**src/verilog/fpeg_pkg.sv**
```systemverilog
// constants, register map and state types for the flash program/erase guard
// assumes a 250 MHz pclk and a 13-bit flash byte address space
package fpeg_pkg;
  // unlock codes, taken in this order
  localparam logic [7:0]  KEY_FIRST      = 8'ha5;
  localparam logic [7:0]  KEY_SECOND     = 8'hf1;
  localparam logic [7:0]  ERASED_BYTE    = 8'hff;
  // apb register offsets
  localparam int          APB_AW         = 12;
  localparam logic [11:0] CTRL_OFF       = 12'h000;
  localparam logic [11:0] KEY_OFF        = 12'h004;
  localparam logic [11:0] STAT_OFF       = 12'h008;
  // control fields
  localparam int          CTRL_WE_BIT    = 0;
  localparam int          CTRL_EE_BIT    = 1;
  localparam logic [1:0]  CTRL_RESET     = 2'h0;
  // status fields
  localparam int          STAT_BUSY_BIT  = 0;
  localparam int          STAT_LOCK_BIT  = 1;
  localparam int          STAT_OPEN_BIT  = 2;
  localparam int          STAT_FIRST_BIT = 3;
  // flash geometry
  localparam int          FLASH_AW       = 13;
  localparam int          XM_AW          = 16;
  localparam int          PAGE_AW        = 9;
  localparam logic [12:0] RESERVED_BASE  = 13'h1e00;
  // operation timing
  localparam int          CLK_MHZ        = 250;
  localparam int          ERASE_TIME_US  = 20000;
  localparam int          WRITE_TIME_US  = 70;
  localparam int          ERASE_CYCLES   = ERASE_TIME_US * CLK_MHZ;
  localparam int          WRITE_CYCLES   = WRITE_TIME_US * CLK_MHZ;
  localparam int          CNT_W          = 32;

  typedef enum logic [1:0] {
    KS_LOCKED  = 2'b00,
    KS_FIRST   = 2'b01,
    KS_OPEN    = 2'b10,
    KS_LOCKOUT = 2'b11
  } fpeg_key_t;

  typedef enum logic [1:0] {
    OP_IDLE  = 2'b00,
    OP_READ  = 2'b01,
    OP_PROG  = 2'b10,
    OP_ERASE = 2'b11
  } fpeg_op_t;
endpackage : fpeg_pkg

```
**src/verilog/fpeg_guard.sv**
```systemverilog
// flash program/erase guard: key unlock, lockout, external-move steering, timed ops
// assumes the core and flash macro share pclk; flash_rdata follows flash_addr combinationally
//
// Notes on behaviour
// - one flash op allowed only after key codes 0xa5 then 0xf1.
// - no time limit between the two key writes.
// - wrong code or order locks out flash ops until reset.
// - flash attempt before unlock completes also locks out.
// - lock re-arms as every op starts; codes needed again each time.
// - write enable set steers external-move writes to flash.
// - write enable stays set until software clears it.
// - byte program only clears bits; only erase sets them.
// - erase clears a whole 512-byte page to 0xff.
// - with erase enable, external-move write erases its page, data ignored.
// - with erase enable clear, external-move write programs the byte.
// - ops are timed internally; no polling needed.
// - core is stalled for the whole op.
// - top 512 bytes are reserved, never written or erased.
// - write enable clear sends external-move writes to on-chip ram.
// - reserved region access raises a flash-error reset.
`timescale 1ns/100ps
`default_nettype none
module fpeg_guard #(
  parameter int ERASE_CYC = fpeg_pkg::ERASE_CYCLES,
  parameter int WRITE_CYC = fpeg_pkg::WRITE_CYCLES
) (
  // clock and reset
  input  wire logic        pclk,
  input  wire logic        presetn,
  // apb slave
  input  wire logic        psel,
  input  wire logic        penable,
  input  wire logic        pwrite,
  input  wire logic [11:0] paddr,
  input  wire logic [31:0] pwdata,
  output var  logic [31:0] prdata,
  output var  logic        pready,
  output var  logic        pslverr,
  // external-move write from the core
  input  wire logic        xm_wr,
  input  wire logic [15:0] xm_addr,
  input  wire logic [7:0]  xm_data,
  output var  logic        cpu_stall,
  output var  logic        flash_err_rst,
  // on-chip external data ram
  output var  logic        onchip_external_data_ram_we,
  output var  logic [15:0] onchip_external_data_ram_addr,
  output var  logic [7:0]  onchip_external_data_ram_wdata,
  // flash macro
  input  wire logic [7:0]  flash_rdata,
  output var  logic [12:0] flash_addr,
  output var  logic [7:0]  flash_wdata,
  output var  logic        flash_prog,
  output var  logic        flash_erase
);
  if (ERASE_CYC < 1 || WRITE_CYC < 1) begin : g_bad_timing
    $error("fpeg_guard: op cycle counts must be at least one");
  end

  function automatic logic is_reserved(input logic [15:0] a);
    is_reserved = (a[fpeg_pkg::FLASH_AW-1:0] >= fpeg_pkg::RESERVED_BASE);
  endfunction : is_reserved

  function automatic logic [12:0] page_base(input logic [15:0] a);
    page_base = {a[fpeg_pkg::FLASH_AW-1:fpeg_pkg::PAGE_AW], 9'h000};
  endfunction : page_base

  // apb
  logic [31:0]         prdata_r,  prdata_nxt;
  logic                pready_r,  pready_nxt;
  logic                pslverr_r, pslverr_nxt;
  // control and unlock
  logic [1:0]          ctrl_r,    ctrl_nxt;
  fpeg_pkg::fpeg_key_t key_r,     key_nxt;
  // operation
  fpeg_pkg::fpeg_op_t  op_r,      op_nxt;
  logic [31:0]         cnt_r,     cnt_nxt;
  logic [7:0]          data_r,    data_nxt;
  logic [7:0]          old_r,     old_nxt;
  logic [12:0]         faddr_r,   faddr_nxt;
  logic [7:0]          fwdata_r,  fwdata_nxt;
  logic                fprog_r,   fprog_nxt;
  logic                ferase_r,  ferase_nxt;
  logic                stall_r,   stall_nxt;
  logic                err_r,     err_nxt;
  // ram path
  logic                xwe_r,     xwe_nxt;
  logic [15:0]         xaddr_r,   xaddr_nxt;
  logic [7:0]          xdata_r,   xdata_nxt;

  logic setup, wr_go, mapped, ctrl_wr, key_wr, to_flash, fl_try, fl_start;

  assign setup    = psel & ~penable;
  assign wr_go    = psel & penable & pwrite & pready_r & ~pslverr_r;
  assign ctrl_wr  = wr_go && (paddr == fpeg_pkg::CTRL_OFF);
  assign key_wr   = wr_go && (paddr == fpeg_pkg::KEY_OFF);
  assign mapped   = (paddr == fpeg_pkg::CTRL_OFF) || (paddr == fpeg_pkg::KEY_OFF) ||
                    (paddr == fpeg_pkg::STAT_OFF);
  assign to_flash = xm_wr & ctrl_r[fpeg_pkg::CTRL_WE_BIT] & (op_r == fpeg_pkg::OP_IDLE);
  assign fl_try   = to_flash & ~is_reserved(xm_addr);
  assign fl_start = fl_try & (key_r == fpeg_pkg::KS_OPEN);

  // apb slave, zero wait states
  always_comb
  begin
    pready_nxt  = setup;
    pslverr_nxt = setup & ~mapped;
    prdata_nxt  = prdata_r;
    if (setup)
    begin
      prdata_nxt = 32'h0000_0000;
      if (paddr == fpeg_pkg::CTRL_OFF)
        prdata_nxt[1:0] = ctrl_r;
      else if (paddr == fpeg_pkg::STAT_OFF)
      begin
        prdata_nxt[fpeg_pkg::STAT_BUSY_BIT]  = (op_r != fpeg_pkg::OP_IDLE);
        prdata_nxt[fpeg_pkg::STAT_LOCK_BIT]  = (key_r == fpeg_pkg::KS_LOCKOUT);
        prdata_nxt[fpeg_pkg::STAT_OPEN_BIT]  = (key_r == fpeg_pkg::KS_OPEN);
        prdata_nxt[fpeg_pkg::STAT_FIRST_BIT] = (key_r == fpeg_pkg::KS_FIRST);
      end
    end
  end

  // control bits and unlock sequence
  always_comb
  begin
    ctrl_nxt = ctrl_r;
    key_nxt  = key_r;
    if (ctrl_wr)
      ctrl_nxt = pwdata[1:0];
    if (key_wr)
    begin
      unique case (key_r)
        fpeg_pkg::KS_LOCKED:
          key_nxt = (pwdata[7:0] == fpeg_pkg::KEY_FIRST) ? fpeg_pkg::KS_FIRST
                                                         : fpeg_pkg::KS_LOCKOUT;
        fpeg_pkg::KS_FIRST:
          key_nxt = (pwdata[7:0] == fpeg_pkg::KEY_SECOND) ? fpeg_pkg::KS_OPEN
                                                          : fpeg_pkg::KS_LOCKOUT;
        fpeg_pkg::KS_OPEN:
          key_nxt = fpeg_pkg::KS_LOCKOUT;
        fpeg_pkg::KS_LOCKOUT:
          key_nxt = fpeg_pkg::KS_LOCKOUT;
      endcase
    end
    if (fl_try)
    begin
      if (fl_start)
        key_nxt = fpeg_pkg::KS_LOCKED;
      else
        key_nxt = fpeg_pkg::KS_LOCKOUT;
    end
  end

  // steering, timed operations, stall and error reset
  always_comb
  begin
    op_nxt     = op_r;
    cnt_nxt    = cnt_r;
    data_nxt   = data_r;
    old_nxt    = old_r;
    faddr_nxt  = faddr_r;
    fwdata_nxt = fwdata_r;
    fprog_nxt  = fprog_r;
    ferase_nxt = ferase_r;
    xwe_nxt    = 1'b0;
    xaddr_nxt  = xaddr_r;
    xdata_nxt  = xdata_r;
    err_nxt    = to_flash & is_reserved(xm_addr);
    if (xm_wr && !ctrl_r[fpeg_pkg::CTRL_WE_BIT] && op_r == fpeg_pkg::OP_IDLE)
    begin
      xwe_nxt   = 1'b1;
      xaddr_nxt = xm_addr;
      xdata_nxt = xm_data;
    end
    unique case (op_r)
      fpeg_pkg::OP_IDLE:
        if (fl_start)
        begin
          if (ctrl_r[fpeg_pkg::CTRL_EE_BIT])
          begin
            op_nxt     = fpeg_pkg::OP_ERASE;
            faddr_nxt  = page_base(xm_addr);
            fwdata_nxt = fpeg_pkg::ERASED_BYTE;
            ferase_nxt = 1'b1;
            cnt_nxt    = ERASE_CYC - 1;
          end
          else
          begin
            op_nxt    = fpeg_pkg::OP_READ;
            faddr_nxt = xm_addr[fpeg_pkg::FLASH_AW-1:0];
            data_nxt  = xm_data;
          end
        end
      fpeg_pkg::OP_READ:
      begin
        old_nxt    = flash_rdata;
        fwdata_nxt = flash_rdata & data_r;
        fprog_nxt  = 1'b1;
        cnt_nxt    = WRITE_CYC - 1;
        op_nxt     = fpeg_pkg::OP_PROG;
      end
      fpeg_pkg::OP_PROG, fpeg_pkg::OP_ERASE:
        if (cnt_r == 32'h0000_0000)
        begin
          op_nxt     = fpeg_pkg::OP_IDLE;
          fprog_nxt  = 1'b0;
          ferase_nxt = 1'b0;
        end
        else
          cnt_nxt = cnt_r - 32'h0000_0001;
    endcase
    stall_nxt = (op_nxt != fpeg_pkg::OP_IDLE);
  end

  always_ff @(posedge pclk or negedge presetn)
  begin
    if (!presetn)
    begin
      prdata_r  <= 32'h0000_0000;
      pready_r  <= 1'b0;
      pslverr_r <= 1'b0;
      ctrl_r    <= fpeg_pkg::CTRL_RESET;
      key_r     <= fpeg_pkg::KS_LOCKED;
      op_r      <= fpeg_pkg::OP_IDLE;
      cnt_r     <= 32'h0000_0000;
      data_r    <= 8'h00;
      old_r     <= 8'h00;
      faddr_r   <= 13'h0000;
      fwdata_r  <= 8'h00;
      fprog_r   <= 1'b0;
      ferase_r  <= 1'b0;
      stall_r   <= 1'b0;
      err_r     <= 1'b0;
      xwe_r     <= 1'b0;
      xaddr_r   <= 16'h0000;
      xdata_r   <= 8'h00;
    end
    else
    begin
      prdata_r  <= prdata_nxt;
      pready_r  <= pready_nxt;
      pslverr_r <= pslverr_nxt;
      ctrl_r    <= ctrl_nxt;
      key_r     <= key_nxt;
      op_r      <= op_nxt;
      cnt_r     <= cnt_nxt;
      data_r    <= data_nxt;
      old_r     <= old_nxt;
      faddr_r   <= faddr_nxt;
      fwdata_r  <= fwdata_nxt;
      fprog_r   <= fprog_nxt;
      ferase_r  <= ferase_nxt;
      stall_r   <= stall_nxt;
      err_r     <= err_nxt;
      xwe_r     <= xwe_nxt;
      xaddr_r   <= xaddr_nxt;
      xdata_r   <= xdata_nxt;
    end
  end

  assign prdata        = prdata_r;
  assign pready        = pready_r;
  assign pslverr       = pslverr_r;
  assign cpu_stall     = stall_r;
  assign flash_err_rst = err_r;
  assign onchip_external_data_ram_we       = xwe_r;
  assign onchip_external_data_ram_addr     = xaddr_r;
  assign onchip_external_data_ram_wdata    = xdata_r;
  assign flash_addr    = faddr_r;
  assign flash_wdata   = fwdata_r;
  assign flash_prog    = fprog_r;
  assign flash_erase   = ferase_r;

  // helper: length of each pulse on the flash strobes
  logic [31:0] plen_r;
  always_ff @(posedge pclk or negedge presetn)
  begin
    if (!presetn)
      plen_r <= 32'h0000_0000;
    else if (fprog_r || ferase_r)
      plen_r <= plen_r + 32'h0000_0001;
    else
      plen_r <= 32'h0000_0000;
  end
endmodule : fpeg_guard
`default_nettype wire

```
**config.mk**
```make
export PLATFORM = sky130hd
export DESIGN_NAME = fpeg_guard
export DESIGN_NICKNAME = d
export VERILOG_FILES = /design/src/verilog/fpeg_pkg.sv /design/src/verilog/fpeg_guard.sv
export SDC_FILE = /design/constraint.sdc
export NUM_CORES = 1
export LEC_CHECK = 0
export ABC_AREA = 1
export BUFFER_PORTS_ARGS = -buffer_cell sky130_fd_sc_hd__buf_4
export CORE_MARGIN = 2
export CORE_UTILIZATION = 47
export CTS_CLUSTER_DIAMETER = 60
export DETAILED_ROUTE_END_ITERATION = 12
export GPL_TIMING_DRIVEN = 0
export PLACE_DENSITY = 0.84
export SLEW_MARGIN = 10
export SYNTH_ARGS = -nofsm -noshare
export SYNTH_HDL_FRONTEND = slang
export SYNTH_SLANG_ARGS = --single-unit
```
**constraint.sdc**
```tcl
create_clock -name pclk -period 1.45 [get_ports pclk]
set_input_delay 0.29 -clock pclk [delete_from_list [all_inputs] [get_ports pclk]]
set_output_delay 0.29 -clock pclk [all_outputs]
set_load 0.02 [all_outputs]
```
### Yosys cells after proc, flatten, opt, wreduce, memory -nomap -nowiden

Index checks and enable logic that the tools add are counted.

| word-level totals | value |
|---|---|
| register bits after elaboration | 102 |
| input port bits | 82 |
| output and inout bits | 84 |
| logic and storage cells | 102 |

| cells by class | value |
|---|---|
| add/sub/neg operators | 1 |
| magnitude comparators | 1 |
| equality and inequality tests | 14 |
| multiplexer cells | 27 |
| bitwise logic cells | 17 |
| reduce and logical (&&, ||, !) cells | 25 |

Operator list:

| operator | count |
|---|---|
| two-way mux 32 bit | 3 |
| case mux 32 bit (3 select lines) | 1 |
| logical NOT 32 bit | 1 |
| subtractor 32 x 1 -> 32 bit, second input constant | 1 |
| two-way mux 2 bit | 9 |
| == test 8 bit, second input constant | 2 |
| two-way mux 8 bit | 2 |
| case mux 8 bit (2 select lines) | 1 |
| >= comparator 13 bit, second input constant | 1 |
| == test 12 x 3 -> 1 bit, second input constant | 1 |
| == test 12 x 4 -> 1 bit, second input constant | 1 |
| logical NOT 12 bit | 1 |
| case mux 2 bit (3 select lines) | 2 |
| nonzero test 2 bit | 6 |
| bitwise AND 1 bit | 11 |
| two-way mux 9 bit | 1 |
| AND reduction 3 bit | 3 |
| bitwise AND 8 bit | 1 |
| == test 2 bit, second input constant | 4 |
| != test 2 bit, second input constant | 4 |
| two-way mux 1 bit | 5 |
| NOT 1 bit | 5 |
| == test 2 x 1 -> 1 bit, second input constant | 2 |
| logical AND 1 bit | 4 |
| 8 further kinds | 13 |

### Logic depth before layout (Yosys ltp)

| logic depth | value |
|---|---|
| depth after elaboration | 7 |
| depth in mapped cells | 11 |
| mapped depth without buffers | 11 |

### Worst setup path after synthesis

No wires, ideal clock.

| path | value |
|---|---|
| path type | reg2reg |
| start point | register cnt_r[0] |
| end point | register stall_r (netlist: cpu_stall) |
| setup time | 0.127 ns |
| arrival | 1.441 ns |
| required time | 1.323 ns |
| path slack | -0.118 ns |
| stages on the path, launching flop included | 9 |
| path buffers | 0 |
| clock period less this slack | 1.568 ns |
| cells stage by stage | dfrtp_1 inv_1 ha_1 nand3_1 nor2_1 nand2_2 nor2_8 a21oi_1 or2_2 |

| between the ends | value |
|---|---|
| cells in the longest elaborated chain, start to end | 4 |

Ends and longest elaborated chain:

| element | RTL line | RTL |
|---|---|---|
| from (decl) | fpeg_guard.sv:77 | `logic [31:0] cnt_r, cnt_nxt;` |
| from (signal assigned) | fpeg_guard.sv:247 | `cnt_r <= cnt_nxt;` |
| logical NOT 32 bit | fpeg_guard.sv:204 | `if (cnt_r == 32'h0000_0000)` |
| two-way mux 2 bit | fpeg_guard.sv:204 |  |
| case mux 2 bit (3 select lines) | fpeg_guard.sv:176 | `unique case (op_r)` |
| nonzero test 2 bit | fpeg_guard.sv:213 | `stall_nxt = (op_nxt != fpeg_pkg::OP_IDLE);` |
| net stall_nxt | fpeg_guard.sv:84 | `logic stall_r, stall_nxt;` |
| to (signal assigned) | fpeg_guard.sv:254 | `stall_r <= stall_nxt;` |
| to (decl) | fpeg_guard.sv:84 |  |

The timed path passes the listed nets, and every way through them passes these cells.
A chain may end at the register's enable or synchronous reset.

### Worst setup path after layout

| path | value |
|---|---|
| start point | register cnt_r[4] |
| end point | register cnt_r[12] |

| between the ends | value |
|---|---|
| cells in the longest elaborated chain, start to end | 3 |
| elaborated cells between the ends (all ways) | 6 |
| those cells by class | add/sub (1); eq/ne (1); mux (2); reduce/logical (2) |

Ends and longest elaborated chain:

| element | RTL line |
|---|---|
| subtractor 32 x 1 -> 32 bit or logical NOT 32 bit (tied branches) | fpeg_guard.sv:211, fpeg_guard.sv:204 |
| two-way mux 32 bit or != test 2 bit (tied branches) | n/a |
| case mux 32 bit (3 select lines) or AND reduction 3 bit (tied branches) | n/a |

Several ways; a longest one is shown, not always the timed one. The select of a mux whose other input is x is not followed.

==> results.yml <==
place:
  hpwlAfterDp_mm: 9.65
  port_buffers: 113
  dp_cells: 964
  place_area_um2: 6550
  gp_congestion: 0.904
die:
  initial_core_util_pct: 47.6
  design.core.area_um2: 11300
  io_pins: 166
  die_w_um: 111
  die_area_um2: 12300
  num_rows: 39
  die_h_um: 111
yosys:
  synth_top_family_by_area: "simple AND/OR/NAND/NOR gates"
  synth_simple_gate_area_share_pct: 28.5
  synth_cells: 681
  ys_async_sr_fraction_pct: 100
  yosysUniqueCellTypes: 36
  synth_area_per_cell_um2: 7.88
  ys_seq_area_share_pct: 47.6
  synth_seq_cells: 102
  synth_fa_ha_area_share_pct: 0.466
  synth_compound_area_share_pct: 11.0
  syn_area_um2: 5370
  yosys.area_share.xor_xnor_pct: 1.63
  synth_top_area_share_pct: 47.6
  synthMuxAreaShare_pct: 0.210
  yosys_warnings: 0
  synth_top_area_cell: "dfrtp_1"
  synth_edf_count: 0
  synth_ff_type: "dfrtp_1"
  synth.area.top_cells: "dfrtp_1, nand2_1, o21ai_0"
critical_path:
  rr_worst_depth: 9
  critPathCapture: "cnt_r[12]$_DFFE_PN0P_"
  cp-start-kind: "flip-flop"
  end_kind: "flip-flop"
  r2r-end: "cnt_r[12]$_DFFE_PN0P_"
  crit_fanout: 4
  path_class: "reg -> reg"
  crit_arrival_ns: 2.09
  required_ns: 1.71
  crit_start: "cnt_r[4]$_DFFE_PN0P_"
  worstReg2RegStart: "cnt_r[4]$_DFFE_PN0P_"
  reg2reg_slack_ns: -0.38
power:
  p_leak_uw: 0.00417
  ir_worst_vdd_mv: 0.993
  powerDensity_nw_per_um2: 750
  total_power_uw: 6040
timing:
  skew_ns: 0.0114
  max_slew_margin_pct: 37.0
  period_minus_slack_ns: 1.83
  setup_slack_ns: -0.376
  hold_viol: 0
  setup_violations: 92
  rsz0062_at_grt: "true"
  clock.fmax_mhz: 548
  whs_ns: 0.0198
  tightest_slew_ns: 0.945
  final_max_slew_viol_count: 0
  fin_crit_sh_pct: 126
worst_hold_path:
  hold_path.class: "in -> async"
layout:
  post-route-util_pct: 71.4
  layout_commonest_cell: "buf_4"
  final-seq-area_um2: 2560
  area_delta_synth_final_pct: 50.0
  fillers: 683
  fin_area_um2: 8050
  nets: 993
  stdcell_count: 1057
  multi_input_area_um2: 2790
  drive_above_1_share_pct: 42.6
  layout_common_cells: "buf_4, nand2_1, dfrtp_1"
  antenna_cells: 0
job:
  cap_violations: 0
grt:
  grt_max_degree: 103
  grt_antenna_before_repair: 0
  grt_pass1_vias: 5413
  grtUsageTotal_pct: 27.2
  grt_pass1_wl_mm: 26.8
  grt.overflow.total: 0
cts:
  root_buffer: "clkbuf_16"
  htreeDepth: 3
  numClockSinks: 102
  clkSlewWorstSetupHoldPaths_ns: 0.08
  ctsLongestPathBuffers: 2
  cts_hold_buf: 0
  tritoncts: "done"
  clock_latency_ns: 0.37
  cts_buffers: 9
route:
  vias: 5907
  ant_nets: 0
  vias_per_cell: 5.59
  drt-wirelength-per-cell_um: 18.2
  remaining_drc_errors: 0
  drt_wl_total_mm: 19.3
  drt-pass1-iter-count: 6
  drt-initial-drc-count: 606
outcome:
  violations: "setup timing"
  run_status: "finished with violations"
[metrics by stage]
step | setup slack (ns) | setup TNS, ns
6_report | -0.376 | -19.16
2_1_floorplan | -0.0783 | -1.87
5_1_grt | -0.400 | -23.80
3_3_place_gp | -0.349 | -24.89
4_1_cts | -0.175 | -7.52
3_5_place_dp | -0.365 | -23.55
[power breakdown]
group / internal, uW / leakage, uW / switching (uW) / total, uW
registers: 2880 / 0.00133 / 28.0 / 2910
clock network: 1410 / 0.000154 / 1210 / 2620
logic: 227 / 0.00268 / 287 / 514
[area by class of cell]
type                       instances  area share, %
multi-input combinational        496           34.7
inverter                          64           3.19
buffer                            44           4.74
sequential                       102           31.8
timing repair inverter             1         0.0933
clock inverter                     5          0.824
timing repair buffer             191           19.4
clock buffer                      11           3.02
tap                              143           2.22
[how the worst min path moves through the flow]
stage / start / to / cells past startpoint
finish: presetn / cnt_r[2]$_DFFE_PN0P_ / 1
global route: presetn / pready$_DFF_PN0_ / 1
CTS: presetn / prdata[1]$_DFFE_PN0P_ / 1
detailed placement: onchip_external_data_ram_addr[14]$_DFFE_PN0P_ / onchip_external_data_ram_addr[14]$_DFFE_PN0P_ / 2
global placement: flash_prog$_DFFE_PN0P_ / flash_prog$_DFFE_PN0P_ / 2
floorplan: presetn / cnt_r[0]$_DFFE_PN0P_ / 0
[state kept, by name, summed over array words and instances, names as in the netlist, 4 cells and up]
register,cells
cnt_r,32
data_r,8
flash_addr,13
flash_wdata,8
onchip_external_data_ram_addr,16
onchip_external_data_ram_wdata,8
prdata,4
[Yosys cell counts (2+ instances only)]
cell      count
a21oi_1      23
nand3b_1      2
nand2_2       3
clkbuf_1     10
o21ai_2      14
dfrtp_1     102
xnor2_1       2
xor2_1        8
o21ai_0      57
nor2_4        3
inv_1        62
nor3_1        6
nand2_1     198
nand2_4       3
buf_6         5
nor3b_1       3
nand3_1      41
buf_4        30
ha_1          2
nor2_2        3
or2_2         4
nor2_1       73
o21bai_1      5
nand4_1      10
[critical path: stages, from the launching register on]
cell     delay [ns]
dfrtp_1        0.45
nor2_2         0.18
nand2_2        0.09
nor2_4         0.19
buf_4          0.14
nand2_1        0.15
xor2_1         0.26
nor2_1         0.09
nand2_1        0.11
nand2_1        0.05
[logic make-up (layout without fill, tap and decap cells)]
| logic type | count (synthesis) | after routing |
|---|---|---|
| and+or+nand+nor | 353 | 353 |
| buffers and inverters | 110 | 316 |
| AOI/OAI and AO/OA | 102 | 102 |
| DFF | 102 | 102 |
| xor gates and xnor gates | 10 | 10 |
| adders and majority gates | 2 | 2 |
| other | 1 | 28 |
| muxes | 1 | 1 |
[timing repair]
action | in CTS | in global routing
gates resized for setup | 116 | 114
pin swaps | 32 | 18
endpoints found under the setup margin | 91 | 86
cloned | 4 | 4
setup buffers | 49 | 23
[routing by layer]
| layer | track usage (%) | wire length [um] | vias up |
|---|---|---|---|
| met2 | 46.5 | 9710 | 394 |
| li1 | - | - | 2578 |
| met5 | 0 | 0 | - |
| met1 | 31.5 | 6650 | 2805 |
| met4 | 12.3 | 1080 | 0 |
| met3 | 8.42 | 1840 | 130 |
(Power assumes the default switching activity.)
